**config.mk**
```make
export PLATFORM = sky130hd
export DESIGN_NAME = clkbz_top
export DESIGN_NICKNAME = d
export VERILOG_FILES = /design/src/rtl/clkbz_divider.v /design/src/rtl/clkbz_top.v
export VERILOG_INCLUDE_DIRS = /design/src /design/src/rtl
export SDC_FILE = /design/constraint.sdc
export NUM_CORES = 1
export LEC_CHECK = 0
export BUFFER_PORTS_ARGS = -buffer_cell sky130_fd_sc_hd__buf_2
export CORE_ASPECT_RATIO = 1.1
export CORE_MARGIN = 1
export CORE_UTILIZATION = 55
export DETAILED_ROUTE_END_ITERATION = 16
export PLACE_DENSITY_LB_ADDON = 0.12
export SLEW_MARGIN = 20
export SYNTH_ARGS = -nofsm -noshare
export SYNTH_HDL_FRONTEND = slang
export SYNTH_SLANG_ARGS = --single-unit
```
**constraint.sdc**
```tcl
create_clock -name clk_in -period 5.1 [get_ports clk_in]
set_input_delay 0.765 -clock clk_in [delete_from_list [all_inputs] [get_ports clk_in]]
set_output_delay 0.765 -clock clk_in [all_outputs]
set_load 0.05 [all_outputs]
```
**src/rtl/clkbz_consts.vh**
```
// Addresses, field positions, reset values and timing of the clock/tone outputs
`ifndef CLKBZ_CONSTS_VH
`define CLKBZ_CONSTS_VH

`define CLKBZ_ADDR_PORT7_DIR     16'hFF27
`define CLKBZ_ADDR_OUT_CLK_SEL   16'hFF40

`define CLKBZ_PORT7_DIR_RESET    8'hFF
`define CLKBZ_OUT_CLK_SEL_RESET  8'h00
`define CLKBZ_PORT7_DIR_FIXED    8'h80

`define CLKBZ_TONE_EN_BIT        7
`define CLKBZ_TONE_SEL_HI        6
`define CLKBZ_TONE_SEL_LO        5
`define CLKBZ_DIVCLK_EN_BIT      4
`define CLKBZ_DIVCLK_SEL_HI      3
`define CLKBZ_DIVCLK_SEL_LO      0

`define CLKBZ_TONE_EXP_BASE      4'hA
`define CLKBZ_DIVCLK_SUB_CODE    4'h8
`define CLKBZ_DIVCLK_PIN         2
`define CLKBZ_TONE_PIN           3

`define CLKBZ_DIV_WIDTH          13
`define CLKBZ_PRS_HALF_DEFAULT   1

`endif

```
**src/rtl/clkbz_divider.v**
```verilog
// Glitch-free square-wave divider running on peripheral clock edge ticks
`timescale 1ns/1ps
`default_nettype none

module clkbz_divider #(
  parameter CW = 13
) (
  input  wire          clk_in,
  input  wire          rstn_in,
  input  wire          tick_in,
  input  wire          enable_in,
  input  wire [3:0]    exp_in,
  output reg           wave_out
);

  reg  [CW-1:0] count;
  wire [CW-1:0] one;
  wire [CW-1:0] limit;
  wire          run;

  assign one   = {{(CW-1){1'b0}}, 1'b1};
  // Half period is 2^exp peripheral edges, so the frequency is fprs/2^exp
  assign limit = (one << exp_in) - one;
  // A high phase in progress always completes before stopping
  assign run   = enable_in | wave_out;

  always @(posedge clk_in) begin
    if (!rstn_in) begin
      count    <= {CW{1'b0}};
      wave_out <= 1'b0;
    end else if (!run) begin
      count    <= {CW{1'b0}};
      wave_out <= 1'b0;
    end else if (tick_in) begin
      if (count == limit) begin
        count    <= {CW{1'b0}};
        wave_out <= ~wave_out;
      end else begin
        count    <= count + one;
      end
    end
  end

endmodule // clkbz_divider

`default_nettype wire

```
**src/rtl/clkbz_top.v**
```verilog
// Clock output and tone output controller with its two control registers
`timescale 1ns/1ps
`default_nettype none
`include "clkbz_consts.vh"

module clkbz_top #(
  parameter PRS_HALF = `CLKBZ_PRS_HALF_DEFAULT
) (
  input  wire        clk_in,
  input  wire        rstn_in,
  input  wire [15:0] addr_in,
  input  wire        wr_en_in,
  input  wire        bit_wr_in,
  input  wire [2:0]  bit_sel_in,
  input  wire [7:0]  wdata_in,
  input  wire        rd_en_in,
  input  wire        sub_clk_in,
  input  wire [6:0]  port7_latch_in,
  output reg  [7:0]  rdata_out,
  output reg  [6:0]  port7_pin_out,
  output reg  [6:0]  port7_pin_oe_out
);

  reg  [7:0]  port7_direction;
  reg  [7:0]  output_clock_select;
  reg  [7:0]  next_port7_direction;
  reg  [7:0]  next_output_clock_select;
  reg  [15:0] prs_count;
  reg         prs_tick;
  reg         sub_meta;
  reg         sub_sync;
  reg         sub_run;
  reg  [6:0]  next_pin;
  reg  [7:0]  next_rdata;

  wire        tone_out_enable;
  wire        divclk_out_enable;
  wire [1:0]  tone_rate_sel;
  wire [3:0]  divclk_rate_sel;
  wire        div_path_en;
  wire        sub_path_en;
  wire [3:0]  tone_exp;
  wire        tone_wave;
  wire        div_wave;
  wire        divided_clock_pin;
  wire        tone_pin;
  wire        prs_last;

  // Byte or single-bit write merged into a register's old value
  function [7:0] merge_write;
    input [7:0] old_val;
    input       bit_mode;
    input [2:0] bit_idx;
    input [7:0] data;
    reg   [7:0] tmp;
    begin
      tmp = old_val;
      if (bit_mode)
        tmp[bit_idx] = data[0];
      else
        tmp = data;
      merge_write = tmp;
    end
  endfunction

  function hit;
    input [15:0] addr;
    input [15:0] target;
    begin
      hit = (addr == target);
    end
  endfunction

  assign tone_out_enable   = output_clock_select[`CLKBZ_TONE_EN_BIT];
  assign divclk_out_enable = output_clock_select[`CLKBZ_DIVCLK_EN_BIT];
  assign tone_rate_sel     =
    output_clock_select[`CLKBZ_TONE_SEL_HI:`CLKBZ_TONE_SEL_LO];
  assign divclk_rate_sel   =
    output_clock_select[`CLKBZ_DIVCLK_SEL_HI:`CLKBZ_DIVCLK_SEL_LO];

  // Codes above the subsystem code are prohibited and keep the pin low
  assign div_path_en = divclk_out_enable &
                       (divclk_rate_sel < `CLKBZ_DIVCLK_SUB_CODE);
  assign sub_path_en = divclk_out_enable &
                       (divclk_rate_sel == `CLKBZ_DIVCLK_SUB_CODE);
  // Tone exponent 10..13 from the two-bit code
  assign tone_exp    = `CLKBZ_TONE_EXP_BASE + {2'b00, tone_rate_sel};

  // Register writes
  always @* begin
    next_port7_direction     = port7_direction;
    next_output_clock_select = output_clock_select;
    if (wr_en_in && hit(addr_in, `CLKBZ_ADDR_PORT7_DIR))
      next_port7_direction = merge_write(port7_direction, bit_wr_in,
                                         bit_sel_in, wdata_in)
                             | `CLKBZ_PORT7_DIR_FIXED;
    if (wr_en_in && hit(addr_in, `CLKBZ_ADDR_OUT_CLK_SEL))
      next_output_clock_select = merge_write(output_clock_select,
                                             bit_wr_in, bit_sel_in,
                                             wdata_in);
  end

  always @(posedge clk_in) begin
    if (!rstn_in) begin
      port7_direction     <= `CLKBZ_PORT7_DIR_RESET;
      output_clock_select <= `CLKBZ_OUT_CLK_SEL_RESET;
      rdata_out           <= 8'h00;
    end else begin
      port7_direction     <= next_port7_direction;
      output_clock_select <= next_output_clock_select;
      rdata_out           <= next_rdata;
    end
  end

  // Read data: mapped registers, zero elsewhere, held between reads
  always @* begin
    next_rdata = rdata_out;
    if (rd_en_in) begin
      if (hit(addr_in, `CLKBZ_ADDR_PORT7_DIR))
        next_rdata = port7_direction | `CLKBZ_PORT7_DIR_FIXED;
      else if (hit(addr_in, `CLKBZ_ADDR_OUT_CLK_SEL))
        next_rdata = output_clock_select;
      else
        next_rdata = 8'h00;
    end
  end

  // Peripheral clock edge ticks: one tick per fprs half period
  assign prs_last = (prs_count == PRS_HALF[15:0] - 16'h0001);
  always @(posedge clk_in) begin
    if (!rstn_in) begin
      prs_count <= 16'h0000;
      prs_tick  <= 1'b0;
    end else if (prs_last) begin
      prs_count <= 16'h0000;
      prs_tick  <= 1'b1;
    end else begin
      prs_count <= prs_count + 16'h0001;
      prs_tick  <= 1'b0;
    end
  end

  // Subsystem clock pin synchronised, then gated on whole phases
  always @(posedge clk_in) begin
    if (!rstn_in) begin
      sub_meta <= 1'b0;
      sub_sync <= 1'b0;
      sub_run  <= 1'b0;
    end else begin
      sub_meta <= sub_clk_in;
      sub_sync <= sub_meta;
      // Run state changes only while the synchronised clock is low
      if (!sub_sync)
        sub_run <= sub_path_en;
    end
  end

  clkbz_divider #(
    .CW (`CLKBZ_DIV_WIDTH)
  ) u_divclk (
    .clk_in    (clk_in),
    .rstn_in   (rstn_in),
    .tick_in   (prs_tick),
    .enable_in (div_path_en),
    .exp_in    (divclk_rate_sel),
    .wave_out  (div_wave)
  );

  clkbz_divider #(
    .CW (`CLKBZ_DIV_WIDTH)
  ) u_tone (
    .clk_in    (clk_in),
    .rstn_in   (rstn_in),
    .tick_in   (prs_tick),
    .enable_in (tone_out_enable),
    .exp_in    (tone_exp),
    .wave_out  (tone_wave)
  );

  assign divided_clock_pin = div_wave | (sub_run & sub_sync);
  assign tone_pin          = tone_wave;

  // Pin functions OR into the latch, so a zero latch passes them through
  always @* begin
    next_pin = port7_latch_in;
    next_pin[`CLKBZ_DIVCLK_PIN] = port7_latch_in[`CLKBZ_DIVCLK_PIN] |
                                  divided_clock_pin;
    next_pin[`CLKBZ_TONE_PIN]   = port7_latch_in[`CLKBZ_TONE_PIN] |
                                  tone_pin;
  end

  always @(posedge clk_in) begin
    if (!rstn_in) begin
      port7_pin_out    <= 7'h00;
      port7_pin_oe_out <= 7'h00;
    end else begin
      port7_pin_out    <= next_pin;
      port7_pin_oe_out <= ~port7_direction[6:0];
    end
  end

endmodule // clkbz_top

`default_nettype wire

```
==> flow_summary.yaml <==
synth:
  netlist_area_sq_um: 4020
  syn-num-nets: 524
  yosys.cell_count.top_type: "nor2_1"
  yosysWarnings: 0
  synth_cell_types: 54
  synthesis.instances: 479
  yosysTopAreaCellShare_pct: 42.3
  yosysTopAreaCell: "dfxtp_1"
  synth_top_cells_by_count: "nor2_1 (88), dfxtp_1 (85), nand2_1 (41)"
  synth_top_flop_cell: "dfxtp_1"
  synth_area_per_cell_sq_um: 8.40
  seq_area_frac_synth_pct: 42.3
  synth_area_leaders: "dfxtp_1 (42%), nor2_1 (8.2%), xor2_1 (5.2%), xnor2_1 (4.4%), nand2_1 (3.8%)"
  synth-seq-cells: 85
  synth_edf_count: 0
  async_reset_ff_share_pct: 0
sta:
  fin_crit_sh_pct: 61.9
  rsz0062_at_grt: "false"
  hold_viol: 0
  fmax_mhz: 317
  worst_pin_slew_ns: 0.800
  period_minus_slack_ns: 3.16
  fin_tns_setup_ns: 0
  skew_ns: 0.0153
  slew_viol_final: 0
  relSlewSlack_pct: 46.3
  layout_setup_ws_ns: 1.94
  hold_slack_ns: 0.436
  final-setup-viol-count: 0
route:
  post-route-drc-count: 0
  num_vias: 3452
  drt_iter0_drc: 170
  wirelength_um: 8430
  ant_nets: 0
  vias_per_cell: 5.59
  dr.pass1.iters: 4
  wire_per_inst_um: 13.7
floorplanning:
  die_area_sq_um: 7660
  die_w_um: 83.5
  ioPinCount: 62
  core_sq_um: 7050
  die_y_um: 91.7
  fp-row-count: 32
  initial_core_util_pct: 57.1
placement:
  dp_slack_ns: 1.97
  dpl_cell_area_sq_um: 4320
  gp_congestion: 0.803
  hpwl_um: 6010
  io_buffers: 61
  dp.cells: 602
worst_setup_path:
  crit_required_ns: 5.30
  slowest_delay_ns: 0.83
  r2r_slack_ns: 1.94
  cp_slowest_cell: "dfxtp_1"
  ff2ff_path_depth: 8
  worst-path-stages: 8
  timing.rr.start: "output_clock_select[2]$_SDFFE_PN0P_"
  r2r-end: "u_divclk.count[3]$_SDFFE_PN0P_"
  crit_buf_inv: 0
  critical_path_class: "flop to flop"
  critPathTopFamily: "compound AO/OA/AOI/OAI gates"
  crit_chain: "nor2_1 -> nand3b_1 -> ha_1 -> nor4b_1 -> o31a_1 -> o21ai_0 -> o31ai_2 -> nor2_1"
  cp_max_fo: 22
  endpoint_kind: "flop"
  cpMostUsedCell: "nor2_1"
  crit_arrival_ns: 3.36
  start_kind: "flop"
global_route:
  grt_usage_pct: 23.0
  grt_pass1_wl_um: 14200
  grt_pass1_vias: 3190
  grt_overflow_total: 0
  antenna_found_initial: 0
  grt_max_degree: 28
layout:
  antennaDiodeCount: 0
  fin_area_sq_um: 4510
  fin_util_pct: 64.0
  drive_gt1_share_pct: 15.8
  final_nets: 573
  areaGrowthSynthToFinish_pct: 12.1
  fin_cells: 617
cts:
  path_clk_slew_ns: 0.08
  cts_buffers: 9
  post_cts_buffers: 0
  cts_buffer_depth: 2
  cts_resized: 0
  cts_hold_buf: 0
  insertion_delay_ns: 0.36
  cts_num_sinks: 85
  h-tree-depth: 3
  root_buffer: "clkbuf_8"
  cts_tree: "built"
hold_path:
  hold_depth: 1
  hold_path.startpoint: "sub_meta$_SDFF_PN0_"
  whs_endpoint: "sub_sync$_SDFF_PN0_"
  hold_path.class: "flop to flop"
power:
  total_power_mw: 1.21
  irDropWorstVdd_uv: 188
  leakage_nw: 1.71
  power_density_nw_per_um2: 269
outcome:
  outcome: "finished clean"
flow_run:
  drv_cap: 0
[worst max path at each step]
stage                                           endpoint                                 from
after floorplan           u_divclk.wave_out$_SDFFE_PN0P_  output_clock_select[3]$_SDFFE_PN0P_
after global placement    u_divclk.count[2]$_SDFFE_PN0P_  output_clock_select[2]$_SDFFE_PN0P_
after detailed placement  u_divclk.count[3]$_SDFFE_PN0P_  output_clock_select[2]$_SDFFE_PN0P_
after CTS                 u_divclk.count[3]$_SDFFE_PN0P_  output_clock_select[2]$_SDFFE_PN0P_
after global routing      u_divclk.count[2]$_SDFFE_PN0P_  output_clock_select[2]$_SDFFE_PN0P_
final                     u_divclk.count[3]$_SDFFE_PN0P_  output_clock_select[2]$_SDFFE_PN0P_
[cell usage in the layout (no fill, tap or decap), types with 12 or more instances in the layout]
cell     count
nor2_1      88
dfxtp_1     85
buf_2       61
nand2_1     41
xor2_1      24
xnor2_1     20
o21ai_0     19
nand4_1     19
a21oi_1     19
nand3_1     18
mux2i_1     12
[power breakdown]
group	switching (mW)	leakage, nW	internal, mW	total (mW)
Combinational	0.0522	0.933	0.0242	0.0765
Clock	0.237	0.0927	0.225	0.462
Sequential	0.00356	0.689	0.670	0.674
Total	0.292	1.71	0.920	1.21
[cell families after synthesis]
family	Yosys count	synth area share, %
flops	85	42.3
mux	12	2.99
simple gates	223	27.4
xor+xnor	44	9.58
compound gates	76	12.3
buf+inv	34	3.92
fa+ha+maj	5	1.56
[flip-flops by register name, summed over array words and instances (netlist names)]
| signal | cells |
|---|---|
| port7_pin_out | 7 |
| u_divclk.count | 13 |
| u_tone.count | 13 |
| sub_sync | 1 |
| u_tone.wave_out | 1 |
| port7_pin_oe_out | 7 |
| port7_direction | 7 |
| prs_tick | 1 |
| prs_count | 16 |
| sub_run | 1 |
| rdata_out | 8 |
| u_divclk.wave_out | 1 |
| output_clock_select | 8 |
| sub_meta | 1 |
[layout make-up]
class,instances,area [sq um]
fillers,633,2540
repair buffers,61,305
clock buffers,10,128
flip-flops and latches,85,1700
multi-input cells,360,2170
inverters,11,41.3
well taps,85,106
clock inverters,5,60.1
[per-layer routing]
layer / global-route usage [%] / vias up / part of all wire, %
met1: 29.0 / 1611 / 47
li1: - / 1749 / -
met3: 4.77 / 13 / 4.4
met4: 10.3 / 0 / 1.8
met2: 38.1 / 79 / 47
met5: 0 / - / 0
(Power assumes the default switching activity.)
